[src/rtl/cil_pkg.sv]
// constants and carrier types for the configuration loader and start-up sequencer
// How it works
// RQ1 - mode pins are sampled before configuration and select the configuration mode
// RQ2 - mode pins get weak pull-ups during configuration; open pins mean slave serial
// RQ3 - after configuration upper/lower mode pins are user inputs, middle a user output
// RQ4 - power-on delay or program request holds memory clear, frames cleared in turn
// RQ5 - each clear pass end tests delay and program; if idle one more pass, then init
// RQ6 - from power-up low-during-config, init, done are low and high-during-config high
// RQ7 - init released after last pass; master waits 50 to 250 us first
// RQ8 - two clocks after init seen high, mode pins sampled and interface activated
// RQ9 - preamble 0010 precedes a 24-bit length count of configuration clocks
// RQ10 - clock source gives four clocks beyond the length count
// RQ11 - serial out passes preamble and length, held high in frames, then follows input
// RQ12 - master runs slow clock until an early first-frame bit raises it eightfold
// RQ13 - frames are start, data, error fields; an error halts loading, init pulled low
// RQ14 - while program low clearing repeats; on release one more clear, then configure
// RQ15 - program low forces init low; program pin has a permanent weak pull-up
// RQ16 - init held low externally makes device wait; master then waits up to 250 us
// RQ17 - start-up events done, I/O active, set/reset release have selectable order
// RQ18 - default: done first, I/O one clock later, set/reset one clock after that
// RQ19 - start-up begins when memory full and clock count equals length; stage one set
// RQ20 - later start-up stages clocked by configuration clock or user wake-up clock
// RQ21 - done-synchronised options feed wire-ANDed done into the fourth stage
// RQ22 - first four stages time the events (here stages two to five); missing user clock leaves outputs inactive
// RQ23 - mode 111 slave serial, 100 master parallel up, 110 master parallel down
// RQ24 - length comparison counter cleared when init seen high, at least 24 bits
package cil_pkg;
	localparam int CLK_MHZ = 20;
	localparam int INIT_MIN_US = 50;
	localparam int INIT_MIN_CYC = INIT_MIN_US * CLK_MHZ;
	localparam int MASTER_MAX_US = 250;
	localparam int MASTER_MAX_CYC = MASTER_MAX_US * CLK_MHZ;
	localparam int POR_CYC = 64;
	localparam int CLR_FRAMES = 16;
	localparam int SAMPLE_DLY = 2;
	localparam int LEN_W = 24;
	localparam logic [3:0] PREAMBLE = 4'h2;
	localparam int FRAME_DATA = 32;
	localparam int FRAME_END_W = 4;
	localparam logic [FRAME_END_W-1:0] FRAME_END = 4'h7;
	localparam int NUM_FRAMES = 4;
	localparam int FAST_BIT_POS = 1;
	localparam int SLOW_HALF = 16;
	localparam int FAST_DIV = 8;
	localparam int ADDR_W = 18;
	localparam logic [ADDR_W-1:0] ADDR_UP_START = 18'h00000;
	localparam logic [ADDR_W-1:0] ADDR_DN_START = 18'h3FFFF;
	localparam logic [2:0] MODE_SLAVE_SER = 3'h7;
	localparam logic [2:0] MODE_MPAR_UP = 3'h4;
	localparam logic [2:0] MODE_MPAR_DN = 3'h6;
	localparam int NSTAGE = 5;
	localparam logic [1:0] DFLT_DONE_STG = 2'h0;
	localparam logic [1:0] DFLT_IO_STG = 2'h1;
	localparam logic [1:0] DFLT_GSR_STG = 2'h2;
	localparam int DONE_IN_STAGE = 3;
	// synchroniser lanes
	localparam int PIN_PROG = 0;
	localparam int PIN_INIT = 1;
	localparam int PIN_DONE = 2;
	localparam int PIN_DIN = 3;
	localparam int PIN_CONFIGURATION_CLOCK = 4;
	localparam int PIN_UCLK = 5;
	localparam int PIN_M0 = 6;
	localparam int NPIN = 9;
	typedef struct packed {
		logic userClk;
		logic doneSync;
		logic [1:0] doneStage;
		logic [1:0] ioStage;
		logic [1:0] gsrStage;
	} cil_opts_s;
	typedef struct packed {
		logic strobe;
		logic bitVal;
	} cil_wr_s;
endpackage

[src/rtl/cil_config_loader.sv]
// configuration clear, init handshake, bitstream parse and start-up sequencer
`timescale 1ns/10ps
module cil_config_loader #(
	parameter int MASTER_WAIT_CYC = cil_pkg::MASTER_MAX_CYC
) (
	// clock and reset
	input wire logic mclk,
	input wire logic nrst,
	// configuration pins
	input wire logic programReqN,
	input wire logic initIn,
	output logic initOe,
	input wire logic doneIn,
	output logic doneOe,
	input wire logic [2:0] modeSel,
	output logic modePullupEn,
	input wire logic cfgClkIn,
	output logic cfgClkOut,
	output logic cfgClkOe,
	input wire logic dataIn,
	output logic dataOut,
	output logic [cil_pkg::ADDR_W-1:0] promAddr,
	// status pins
	output logic highDuringConfig,
	output logic lowDuringConfigN,
	// start-up options and user nets
	input wire cil_pkg::cil_opts_s opts,
	input wire logic userWakeupClock,
	output logic ioActive,
	output logic gsrActive,
	// mode pins as user pads
	input wire logic [2:0] modePadPlaced,
	input wire logic modeMiddleUserData,
	output logic modeUpperUserPad,
	output logic modeLowerUserPad,
	output logic modeMiddleUserPad,
	output logic modeMiddleOe,
	// frame data toward configuration memory
	output cil_pkg::cil_wr_s cfgWr
);
	import cil_pkg::*;

	typedef enum {
		ST_CLEAR, ST_LASTCLR, ST_INITWAIT, ST_MWAIT, ST_MSAMP,
		ST_PRE, ST_LEN, ST_FRAME, ST_PASS, ST_ERR
	} cil_state_e;

	cil_state_e state_r, state_nxt;
	logic [NPIN-1:0] syncA_r, syncB_r, syncC_r;
	logic [7:0] porCnt_r;
	logic [7:0] frmAddr_r;
	logic [15:0] waitCnt_r;
	logic [LEN_W-1:0] cfgCnt_r, length_r;
	logic [2:0] preSh_r;
	logic [7:0] bitCnt_r, frmIdx_r;
	logic [2:0] mode_r;
	logic master_r, addrDown_r, fast_r;
	logic [7:0] divCnt_r;
	logic [NSTAGE-1:0] stage_r;
	logic [2:0] byteCnt_r;

	// pin synchronisers: lane A is read only by lane B
	always_ff @(posedge mclk) begin
		if (!nrst) begin
			syncA_r <= '1;
			syncB_r <= '1;
			syncC_r <= '1;
		end else begin
			syncA_r <= {modeSel, userWakeupClock, cfgClkIn, dataIn, doneIn, initIn, programReqN};
			syncB_r <= syncA_r;
			syncC_r <= syncB_r;
		end
	end

	wire progLow = !syncB_r[PIN_PROG];
	wire initHigh = syncB_r[PIN_INIT];
	wire doneHigh = syncB_r[PIN_DONE];
	wire dinBit = syncB_r[PIN_DIN];
	wire [2:0] modeNow = syncB_r[PIN_M0 +: 3];
	wire slvRise = syncB_r[PIN_CONFIGURATION_CLOCK] && !syncC_r[PIN_CONFIGURATION_CLOCK];
	wire usrRise = syncB_r[PIN_UCLK] && !syncC_r[PIN_UCLK];

	wire porBusy = porCnt_r != 8'(POR_CYC);
	wire passEnd = frmAddr_r == 8'(CLR_FRAMES - 1);
	wire modeMaster = (modeNow == MODE_MPAR_UP) || (modeNow == MODE_MPAR_DN);
	wire loading = (state_r == ST_MSAMP) || (state_r == ST_PRE) || (state_r == ST_LEN)
		|| (state_r == ST_FRAME) || (state_r == ST_PASS);

	// master clock divider; fast rate is the slow rate times eight
	wire [7:0] halfPer = fast_r ? 8'(SLOW_HALF / FAST_DIV) : 8'(SLOW_HALF); // [RQ12]
	wire clkRun = master_r && loading && !stage_r[NSTAGE-1];
	wire divWrap = divCnt_r == halfPer - 8'h01;
	wire mstRise = clkRun && divWrap && !cfgClkOut;
	wire cfgRise = master_r ? mstRise : slvRise;

	// frame field positions
	wire [7:0] endStart = 8'(1 + FRAME_DATA);
	wire [7:0] frmLast = 8'(FRAME_DATA + FRAME_END_W);
	wire inData = (bitCnt_r != 8'h00) && (bitCnt_r < endStart);
	wire [7:0] endIdx = bitCnt_r - endStart;
	wire endExp = FRAME_END[FRAME_END_W - 1 - 32'(endIdx[1:0])];
	wire bitBad = (bitCnt_r == 8'h00) ? dinBit : (!inData && (dinBit != endExp)); // [RQ13]
	wire lastFrame = frmIdx_r == 8'(NUM_FRAMES - 1);
	wire lenHit = cfgCnt_r == length_r; // [RQ19]

	// start-up stage stepping and event selection
	wire stgClk = opts.userClk ? usrRise : cfgRise; // [RQ20] [RQ22]
	wire stg3In = stage_r[DONE_IN_STAGE-1] && (!opts.doneSync || doneHigh); // [RQ21]
	// bit 0 is never taken from here; it is set by the length match alone
	wire [NSTAGE-1:0] stageNext = {stage_r[NSTAGE-2:DONE_IN_STAGE], stg3In,
		stage_r[DONE_IN_STAGE-2:0], 1'b0};
	wire doneRel = stage_r[3'(opts.doneStage) + 3'h1]; // [RQ17] [RQ18]
	wire ioRel = stage_r[3'(opts.ioStage) + 3'h1]; // [RQ17] [RQ18]
	wire gsrRel = stage_r[3'(opts.gsrStage) + 3'h1]; // [RQ17] [RQ18]

	always_comb begin
		state_nxt = state_r;
		case (state_r)
			ST_CLEAR: if (passEnd && !porBusy && !progLow) state_nxt = ST_LASTCLR; // [RQ5]
			ST_LASTCLR: if (passEnd) state_nxt = ST_INITWAIT; // [RQ7]
			ST_INITWAIT: if (initHigh) state_nxt = modeMaster ? ST_MWAIT : ST_MSAMP; // [RQ16]
			ST_MWAIT: if (waitCnt_r == 16'(MASTER_WAIT_CYC - 1)) state_nxt = ST_MSAMP; // [RQ7]
			ST_MSAMP: if (waitCnt_r == 16'(SAMPLE_DLY - 1)) state_nxt = ST_PRE; // [RQ8]
			ST_PRE: if (cfgRise && {preSh_r, dinBit} == PREAMBLE) state_nxt = ST_LEN; // [RQ9]
			ST_LEN: if (cfgRise && bitCnt_r == 8'(LEN_W - 1)) state_nxt = ST_FRAME;
			ST_FRAME: begin
				if (cfgRise && bitBad) begin
					state_nxt = ST_ERR; // [RQ13]
				end else if (cfgRise && bitCnt_r == frmLast && lastFrame) begin
					state_nxt = ST_PASS;
				end
			end
			ST_PASS: state_nxt = ST_PASS;
			ST_ERR: state_nxt = ST_ERR;
			default: state_nxt = ST_CLEAR;
		endcase
		if (porBusy || progLow) state_nxt = ST_CLEAR; // [RQ4] [RQ14]
	end

	always_ff @(posedge mclk) begin
		if (!nrst) begin
			state_r <= ST_CLEAR;
			porCnt_r <= '0;
			frmAddr_r <= '0;
		end else begin
			state_r <= state_nxt;
			if (porBusy) porCnt_r <= porCnt_r + 8'h01;
			// memory cleared one frame per clock in turn
			if (state_r == ST_CLEAR || state_r == ST_LASTCLR) begin
				frmAddr_r <= passEnd ? 8'h00 : frmAddr_r + 8'h01; // [RQ4]
			end else begin
				frmAddr_r <= '0;
			end
		end
	end

	// wait timer, clearing on every state change
	always_ff @(posedge mclk) begin
		if (!nrst || state_nxt != state_r) begin
			waitCnt_r <= '0;
		end else begin
			waitCnt_r <= waitCnt_r + 16'h0001;
		end
	end

	// mode capture and master flag
	always_ff @(posedge mclk) begin
		if (!nrst) begin
			mode_r <= MODE_SLAVE_SER;
			master_r <= 1'b0;
			addrDown_r <= 1'b0;
		end else if (state_r == ST_MSAMP && state_nxt == ST_PRE) begin
			mode_r <= modeNow; // [RQ1] [RQ8]
			master_r <= modeMaster; // [RQ23]
			addrDown_r <= modeNow == MODE_MPAR_DN; // [RQ23]
		end else if (state_r == ST_CLEAR) begin
			master_r <= 1'b0;
		end
	end

	// clock count since init went high; length compares against it
	always_ff @(posedge mclk) begin
		if (!nrst || (state_r == ST_INITWAIT && initHigh)) begin
			cfgCnt_r <= '0; // [RQ24]
		end else if (cfgRise && loading && cfgCnt_r != '1) begin
			cfgCnt_r <= cfgCnt_r + 24'h000001;
		end
	end

	// bitstream parser
	always_ff @(posedge mclk) begin
		if (!nrst || state_r == ST_CLEAR) begin
			preSh_r <= '1;
			length_r <= '1;
			bitCnt_r <= '0;
			frmIdx_r <= '0;
			fast_r <= 1'b0;
		end else if (cfgRise) begin
			preSh_r <= {preSh_r[1:0], dinBit};
			case (state_r)
				ST_PRE: bitCnt_r <= '0;
				ST_LEN: begin
					length_r <= {length_r[LEN_W-2:0], dinBit}; // [RQ9]
					bitCnt_r <= (bitCnt_r == 8'(LEN_W - 1)) ? 8'h00 : bitCnt_r + 8'h01;
				end
				ST_FRAME: begin
					if (frmIdx_r == 8'h00 && bitCnt_r == 8'(FAST_BIT_POS) && master_r) begin
						fast_r <= dinBit; // [RQ12]
					end
					if (bitCnt_r == frmLast) begin
						bitCnt_r <= '0;
						frmIdx_r <= frmIdx_r + 8'h01;
					end else begin
						bitCnt_r <= bitCnt_r + 8'h01; // [RQ13]
					end
				end
				default: bitCnt_r <= bitCnt_r;
			endcase
		end
	end

	// master clock generator and its divider
	always_ff @(posedge mclk) begin
		if (!nrst || !clkRun) begin
			divCnt_r <= '0;
			cfgClkOut <= 1'b0;
		end else if (divWrap) begin
			divCnt_r <= '0;
			cfgClkOut <= !cfgClkOut;
		end else begin
			divCnt_r <= divCnt_r + 8'h01;
		end
	end

	// address steps once per eight configuration clocks, one byte
	always_ff @(posedge mclk) begin
		if (!nrst) begin
			promAddr <= ADDR_UP_START;
			byteCnt_r <= '0;
		end else if (state_r == ST_MSAMP) begin
			promAddr <= (modeNow == MODE_MPAR_DN) ? ADDR_DN_START : ADDR_UP_START; // [RQ23]
			byteCnt_r <= '0;
		end else if (mstRise) begin
			byteCnt_r <= byteCnt_r + 3'h1;
			if (byteCnt_r == 3'h7) begin
				promAddr <= addrDown_r ? promAddr - 18'h00001 : promAddr + 18'h00001;
			end
		end
	end

	// start-up shift register
	always_ff @(posedge mclk) begin
		if (!nrst || state_r != ST_PASS) begin
			stage_r <= '0;
		end else begin
			if (cfgRise && lenHit) stage_r[0] <= 1'b1; // [RQ19]
			if (stgClk) stage_r[NSTAGE-1:1] <= stageNext[NSTAGE-1:1]; // [RQ20]
		end
	end

	// registered pins and status
	always_ff @(posedge mclk) begin
		if (!nrst) begin
			initOe <= 1'b1; // [RQ6]
			doneOe <= 1'b1;
			highDuringConfig <= 1'b1;
			lowDuringConfigN <= 1'b0;
			dataOut <= 1'b1;
			cfgClkOe <= 1'b0;
			ioActive <= 1'b0;
			gsrActive <= 1'b1;
			modePullupEn <= 1'b1;
			cfgWr <= '0;
		end else begin
			// forced low while clearing, on program request or on frame error
			initOe <= progLow || state_nxt == ST_CLEAR || state_nxt == ST_LASTCLR
				|| state_nxt == ST_ERR; // [RQ7] [RQ13] [RQ15]
			doneOe <= !doneRel;
			highDuringConfig <= !ioRel; // [RQ6]
			lowDuringConfigN <= ioRel; // [RQ6]
			ioActive <= ioRel; // [RQ22]
			gsrActive <= !gsrRel;
			modePullupEn <= !ioRel; // [RQ2]
			cfgClkOe <= clkRun;
			cfgWr.strobe <= cfgRise && state_r == ST_FRAME && inData;
			cfgWr.bitVal <= dinBit;
			if (cfgRise) begin
				// chain sees preamble and length, never our frame start bits
				dataOut <= (state_r == ST_FRAME) ? 1'b1 : dinBit; // [RQ11]
			end
		end
	end

	// mode pins as user pads; upper/lower inputs and middle enable only once placed and I/O active, middle data passed through always
	always_ff @(posedge mclk) begin
		if (!nrst) begin
			modeUpperUserPad <= 1'b0;
			modeLowerUserPad <= 1'b0;
			modeMiddleUserPad <= 1'b0;
			modeMiddleOe <= 1'b0;
		end else begin
			modeUpperUserPad <= ioRel && modePadPlaced[2] && modeNow[2]; // [RQ3]
			modeLowerUserPad <= ioRel && modePadPlaced[0] && modeNow[0]; // [RQ3]
			modeMiddleUserPad <= modeMiddleUserData;
			modeMiddleOe <= ioRel && modePadPlaced[1]; // [RQ3]
		end
	end
endmodule // cil_config_loader

[config.mk]
export PLATFORM = sky130hd
export DESIGN_NAME = cil_config_loader
export DESIGN_NICKNAME = d
export VERILOG_FILES = /design/src/rtl/cil_pkg.sv /design/src/rtl/cil_config_loader.sv
export SDC_FILE = /design/constraint.sdc
export NUM_CORES = 1
export LEC_CHECK = 0
export BUFFER_PORTS_ARGS = -buffer_cell sky130_fd_sc_hd__buf_4
export CAP_MARGIN = 25
export CORE_MARGIN = 10
export CORE_UTILIZATION = 55
export DETAILED_ROUTE_END_ITERATION = 10
export PLACE_DENSITY_LB_ADDON = 0.12
export REMOVE_ABC_BUFFERS = 1
export SYNTH_ARGS = -nofsm -noshare
export SYNTH_HDL_FRONTEND = slang
export SYNTH_SLANG_ARGS = --single-unit
[constraint.sdc]
create_clock -name mclk -period 3 [get_ports mclk]
set_input_delay 0.75 -clock mclk [delete_from_list [all_inputs] [get_ports mclk]]
set_output_delay 0.75 -clock mclk [all_outputs]
set_load 0.01 [all_outputs]
==> Word-level counts from Yosys, hierarchy flattened <==
Index checks and enable logic that the tools add are counted.
{ "word_totals": {"regBits": 206} }
{ "classes": {"magnitude_cmp": 5, "eq_ne": 37, "n_addsub": 16, "n_reduce_logical": 77, "muxes": 35, "bitwise": 2} }
{ "op_table": {"columns": ["cell", "count"], "rows": [
  ["two-way mux 32 bit", 10],
  ["one-hot mux 32 bit (10 select lines)", 1],
  ["equality test 32 x 4 -> 1 bit, second input constant", 7],
  ["equality test 32 x 3 -> 1 bit, second input constant", 5],
  ["equality test 32 x 2 -> 1 bit, second input constant", 4],
  ["logical NOT 32 bit", 3],
  ["two-way mux 18 bit", 5],
  ["equality test 32 x 5 -> 1 bit, second input constant", 2],
  ["adder 8 x 1 -> 8 bit, second input constant", 5],
  ["equality test 32 x 1 -> 1 bit, second input constant", 1],
  ["< comparator 32 x 3 -> 1 bit, second input constant", 1],
  ["inequality test 32 bit", 1],
  ["inequality test 32 x 5 -> 1 bit, second input constant", 1],
  ["logical AND 1 bit", 30],
  ["adder 24 x 1 -> 24 bit, second input constant", 1],
  ["equality test 24 bit", 1],
  ["inequality test 24 bit, second input constant", 1],
  ["one-hot mux 8 bit (3 select lines)", 1],
  ["adder 18 x 1 -> 18 bit, second input constant", 1],
  ["subtractor 18 x 1 -> 18 bit, second input constant", 1],
  ["adder 16 x 1 -> 16 bit, second input constant", 1],
  ["equality test 16 x 1 -> 1 bit, second input constant", 1],
  ["equality test 16 x 13 -> 1 bit, second input constant", 1],
  ["logical NOT 8 bit", 2],
  ["other kinds (33)", 85]
]} }

==> Depth between registers and ports, before layout <==
{ "depth": {"ltp_word": 20, "ltp_mapped": 12} }

==> Least setup slack after synthesis <==
Ideal clock, no wire load.
{ "synth_timing": {"path_type": "register to register", "start": "register state_r[29]", "end": "register initOe", "stages_incl_launch_ff": 9, "setup_ns": 0.138, "path_slack_ns": 0.248, "arrival_ns": 2.614, "period_less_slack_ns": 2.752, "path_cell_list": "dfxtp_1 > or4_4 > or3_4 > nor4_4 > o22a_2 > o21ai_2 > a2111oi_4 > nor3b_2 > o311ai_1"} }
{ "synth_via": {"elab_chain_cells": 20, "elab_cells_between_ends": 46} }
{ "synth_rtl": {"columns": ["item", "line_no", "source"], "rows": [
  ["from (decl)", "cil_config_loader.sv:48", "cil_state_e state_r, state_nxt;"],
  ["from (signal assigned)", "cil_config_loader.sv:146", "state_r <= state_nxt;"],
  ["equality test 32 x 4 -> 1 bit", "cil_config_loader.sv:86", "wire loading = (state_r == ST_MSAMP) || (state_r == ST_PRE) || (state_r == ST_LEN)"],
  ["logical OR 1 bit (2 in series)", "cil_config_loader.sv:86", null],
  ["logical OR 1 bit (2 in series)", "cil_config_loader.sv:87", "|| (state_r == ST_FRAME) || (state_r == ST_PASS);"],
  ["logical AND 1 bit (2 in series)", "cil_config_loader.sv:91", "wire clkRun = master_r && loading && !stage_r[NSTAGE-1];"],
  ["logical AND 1 bit (2 in series)", "cil_config_loader.sv:93", "wire mstRise = clkRun && divWrap && !cfgClkOut;"],
  ["two-way mux 1 bit", "cil_config_loader.sv:94", "wire cfgRise = master_r ? mstRise : slvRise;"],
  ["logical AND 1 bit (2 in series)", "cil_config_loader.sv:129", "end else if (cfgRise && bitCnt_r == frmLast && lastFrame) begin"],
  ["two-way mux 32 bit", "cil_config_loader.sv:129", null],
  ["two-way mux 32 bit", "cil_config_loader.sv:127", "if (cfgRise && bitBad) begin"],
  ["one-hot mux 32 bit (10 select lines) (*)", "cil_config_loader.sv:118", "case (state_r)"],
  ["two-way mux 32 bit (*)", "cil_config_loader.sv:137", "if (porBusy || progLow) state_nxt = ST_CLEAR;"],
  ["logical NOT 32 bit", "cil_config_loader.sv:276", "initOe <= progLow || state_nxt == ST_CLEAR || state_nxt == ST_LASTCLR"],
  ["logical OR 1 bit (2 in series)", "cil_config_loader.sv:276", null],
  ["logical OR 1 bit (*)", "cil_config_loader.sv:277", "|| state_nxt == ST_ERR;"],
  ["to (signal assigned)", "cil_config_loader.sv:276", null],
  ["to (decl)", "cil_config_loader.sv:12", "output logic initOe,"]
]} }
Every way passes the cells marked *; elsewhere a longest branch is shown, timed or not.
A chain may end at the register's enable or synchronous reset.

==> Final worst setup path <==
{ "layout_timing": {"start": "register state_r[29]", "end": "register addrDown_r"} }
{ "layout_via": {"elab_chain_cells": 18, "elab_cells_between_ends": 42} }
{ "layout_rtl": {"columns": ["item", "line_no", "source"], "rows": [
  ["equality test 32 x 4 -> 1 bit, on equally long branches", "cil_config_loader.sv:86, cil_config_loader.sv:172", null],
  ["logical OR 1 bit (2 in series)", "cil_config_loader.sv:86", null],
  ["logical OR 1 bit (2 in series)", "cil_config_loader.sv:87", null],
  ["logical AND 1 bit (2 in series)", "cil_config_loader.sv:91", null],
  ["logical AND 1 bit (2 in series)", "cil_config_loader.sv:93", null],
  ["two-way mux 1 bit", "cil_config_loader.sv:94", null],
  ["logical AND 1 bit (2 in series)", "cil_config_loader.sv:129", null],
  ["two-way mux 32 bit", "cil_config_loader.sv:129", null],
  ["two-way mux 32 bit", "cil_config_loader.sv:127", null],
  ["one-hot mux 32 bit (10 select lines)", "cil_config_loader.sv:118", null],
  ["two-way mux 32 bit", "cil_config_loader.sv:137", null],
  ["equality test 32 x 4 -> 1 bit", "cil_config_loader.sv:172", "end else if (state_r == ST_MSAMP && state_nxt == ST_PRE) begin"],
  ["logical AND 1 bit (*)", "cil_config_loader.sv:172", null],
  ["to (signal assigned)", "cil_config_loader.sv:171", "addrDown_r <= 1'b0;"],
  ["to (signal assigned)", "cil_config_loader.sv:175", "addrDown_r <= modeNow == MODE_MPAR_DN;"],
  ["to (decl)", "cil_config_loader.sv:57", "logic master_r, addrDown_r, fast_r;"]
]} }
Marked as above.

==> reports/qor.txt <==
iteration-0 DRC count of the detailed router: 481
number of synthesis warnings: 0
worst hold slack: 405 ps
number of sinks driven by the clock tree: 202
layout net count: 1,211
Worst VDD drop: 0.465 mV
post-layout instance count excluding filler cells: 1,388
distinct cell type count after synthesis: 75
fraction of synthesized cell area taken by the top area cell type: 43.6%
cell types with the largest area share after synthesis: sky130_fd_sc_hd__dfxtp_1, sky130_fd_sc_hd__xor2_1, sky130_fd_sc_hd__nor2_1, sky130_fd_sc_hd__nand2_1, sky130_fd_sc_hd__xnor2_1
category of the critical setup timing path: reg2reg
clock tree root buffer cell: sky130_fd_sc_hd__clkbuf_16
Worst Max-Slew Pin Slew: 799 ps
post-layout minimum cycle time: 2830 ps
clock-pin slew of the registers on the worst-case setup and hold paths: 60 ps
Max Freq: 0.353 GHz
Inserted Diodes: 0
first-pass detailed-route iteration total: 5
wire length of the first global-routing pass: 35.4 mm
power per cell area: 505 nW/um^2
die outline width: 150 um
R2R Setup Slk: 170 ps
post-synthesis sequential area ratio: 43.6%
predominant post-synthesis flop cell: sky130_fd_sc_hd__dfxtp_1
Skew-Pair Late Insertion Delay: 500 ps
Hold Path Stages: 1
Finish-stage setup viols: 0
area of the core: 16,600 um^2
largest net degree at the start of global routing: 28
I/O pin count: 57
ordered list of cells on the worst path: or4_4 > or3_4 > nor4_4 > o22a_2 > o21ai_2 > a2111oi_4 > buf_4 > o21ai_0 > a21oi_1
antenna violations before repair: 0
count of maximum capacitance violations: 0
flip-flop and latch count after synthesis: 202
Crit path required time: 3420 ps
CTS tree: done
Relative slew margins: 46.7%
count of flip-flops with a built-in enable after synthesis: 0
combined global-route utilization of all metal layers: 18.9%
Layout area overhead: 18.2%
post-synthesis average cell area: 8.88 um^2
ratio of routed vias to standard cells: 5.44
number of antenna-violating nets in the routed design: 0
Critical Path End Type: flip-flop
mean routed wirelength per cell: 15.6 um
worst min path class: reg2reg
hold path start: syncA_r[0]$_SDFF_PN1_
total grt overflow: 0
RR Startpoint: state_r[29]$_SDFF_PN0_
vias in the first global route: 7,177
CP max FO: 5
Post-synth ARST share: 0%
Worst Clk Skew: 8.16 ps
Data arrival, critical path: 3250 ps
area of the die: 22,500 um^2
Post-Synthesis Cells: 1,044
total clock buffers created by CTS: 22
number of placed instances with taps included: 1,350
area occupied by registers: 4050 um^2
Worst Hold Endpoint: syncB_r[0]$_SDFF_PN1_
Critical-path top delay cell: sky130_fd_sc_hd__or4_4
highest-count cells in the layout ignoring fill and taps: sky130_fd_sc_hd__dfxtp_1, sky130_fd_sc_hd__nor2_1, sky130_fd_sc_hd__nand2_1, sky130_fd_sc_hd__buf_4, sky130_fd_sc_hd__nand3_1
Hold Violations, Final: 0
ratio of cells with drive above 1 in the final layout: 14.6%
startpoint types: flip-flop
number of cell rows: 47
number of pins exceeding their max-slew limit in the final report: 0
total setup buffers inserted after CTS: 0
leading cell type in the layout, fill and taps excluded: sky130_fd_sc_hd__dfxtp_1
layout filler cell count: 1,398
maximum buffer depth of the clock tree: 3
die outline height: 150 um
logic depth of the worst register-to-register path: 9
result of the run: finished, final reports clean
post-synth design cell area: 9270 um^2
unrepaired setup endpoints after global routing: true
Slowest Stage Delay on Critical Path: 550 ps
wire length after detailed routing: 21.7 mm
via count: 7,554
global placer's final weighted congestion: 0.918
library cell occupying the most area in the post-synthesis netlist: sky130_fd_sc_hd__dfxtp_1
number of levels in the clock H-tree: 1
count of unresolved DRC violations after routing: 0
worst reg2reg path endpoint: addrDown_r$_SDFFE_PN0P_
reported leakage power: 0.00442 uW
hpwl dp: 15.6 mm
Initial Utilization: 55.9%
area of combinational cells with multiple inputs: 5120 um^2
port buffer count: 56
share of the cycle needed by the critical path after routing: 94.4%
==> worst max path at each step <==
stage                                 to  slack (ps)              startpoint
2_1_floorplan   length_r[0]$_SDFFE_PP1P_         160   state_r[4]$_SDFF_PN0_
3_3_place_gp     waitCnt_r[5]$_SDFF_PP0_         200  divCnt_r[4]$_SDFF_PP0_
3_5_place_dp     waitCnt_r[7]$_SDFF_PP0_         170  divCnt_r[4]$_SDFF_PP0_
4_1_cts          waitCnt_r[7]$_SDFF_PP0_         130  divCnt_r[4]$_SDFF_PP0_
5_1_grt        cfgCnt_r[22]$_SDFFE_PP0P_          -7  state_r[23]$_SDFF_PN0_
6_report         addrDown_r$_SDFFE_PN0P_         170  state_r[29]$_SDFF_PN0_
==> worst max-delay path, delay by kind of cell (launching register included) <==
kind | cells | cell delay [ps]
AND/OR/NAND/NOR | 3 | 1340
buffers and inverters | 1 | 200
AO/OA/AOI/OAI | 5 | 940
flip-flops | 1 | 290
==> cell type report <==
class | count | area share (%)
inverters | 27 | 0.925
flip-flops and latches | 202 | 36.9
clock buffers | 27 | 5.48
multi-input cells | 807 | 46.7
well taps | 220 | 2.51
repair buffers | 94 | 6.44
clock inverters | 11 | 1.03
==> report_power, final <==
group          total (uW)  internal, uW  switching [uW]
Sequential           2740          2720            16.9
Combinational         131          57.4            73.4
Clock                2660          1590            1070
==> logic make-up after synthesis <==
kind of cell | after synthesis | share of synthesized area [%]
compound gates | 128 | 8.92
buf+inv | 62 | 2.79
xor+xnor | 107 | 10.1
other cells | 1 | 0.0404
mux | 15 | 2.02
simple gates | 495 | 27.8
fa+ha+maj | 34 | 4.67
flops | 202 | 43.6
==> sequential cells by signal, summed over array words and instances, names as in the netlist, 8 cells and up <==
name and count:
bitCnt_r 8, cfgCnt_r 24, divCnt_r 8, frmAddr_r 8
frmIdx_r 8, length_r 24, porCnt_r 8, promAddr 18
state_r 32, syncA_r 9, syncB_r 9, waitCnt_r 16
==> stage by stage <==
stage / setup TNS [ps] / power (uW) / utilization (%) / area [um^2] / setup slack, ps
after floorplan: 0 / 2860 / - / 9220 / 161
after global placement: 0 / 2920 / 61.5 / 10200 / 204
after detailed placement: 0 / 2930 / 61.5 / 10200 / 173
after CTS: 0 / 5580 / 65.8 / 10900 / 130
after global routing: -7.28 / 5710 / 66.1 / 11000 / -7.28
final: 0 / 5530 / 66.1 / 11000 / 168
==> synth_stat cells (5+ instances only) <==
cell type / count
sky130_fd_sc_hd__a31oi_1: 8
sky130_fd_sc_hd__dfxtp_1: 202
sky130_fd_sc_hd__or3_1: 6
sky130_fd_sc_hd__xor2_1: 58
sky130_fd_sc_hd__o21a_1: 7
sky130_fd_sc_hd__buf_2: 6
sky130_fd_sc_hd__nor4_2: 5
sky130_fd_sc_hd__clkbuf_1: 22
sky130_fd_sc_hd__nor3_1: 19
sky130_fd_sc_hd__and2_1: 9
sky130_fd_sc_hd__nand2_1: 118
sky130_fd_sc_hd__a21oi_1: 42
sky130_fd_sc_hd__and3_1: 20
sky130_fd_sc_hd__nor2b_1: 10
sky130_fd_sc_hd__xnor2_1: 49
sky130_fd_sc_hd__o21ai_0: 30
sky130_fd_sc_hd__nand2b_1: 24
sky130_fd_sc_hd__nand4_1: 31
sky130_fd_sc_hd__nor4_1: 14
sky130_fd_sc_hd__or4_1: 5
sky130_fd_sc_hd__nor4b_1: 6
sky130_fd_sc_hd__mux2i_1: 12
sky130_fd_sc_hd__ha_1: 33
sky130_fd_sc_hd__inv_1: 27
sky130_fd_sc_hd__nand3_1: 61
sky130_fd_sc_hd__and4_1: 9
sky130_fd_sc_hd__nor2_1: 128
==> layer usage <==
metal	up-vias	global-route usage, %	routed length [um]
met5	-	0	0
met4	0	5.39	442
met3	34	3.29	1000
met2	150	30.3	9860
met1	3549	25.6	10300
li1	3821	-	-
==> repair_timing <==
action,CTS,global route
hold buffers,0,0
endpoints found under the setup margin,0,20
gates resized for setup,0,9
Power figures use the tool's default switching activity.
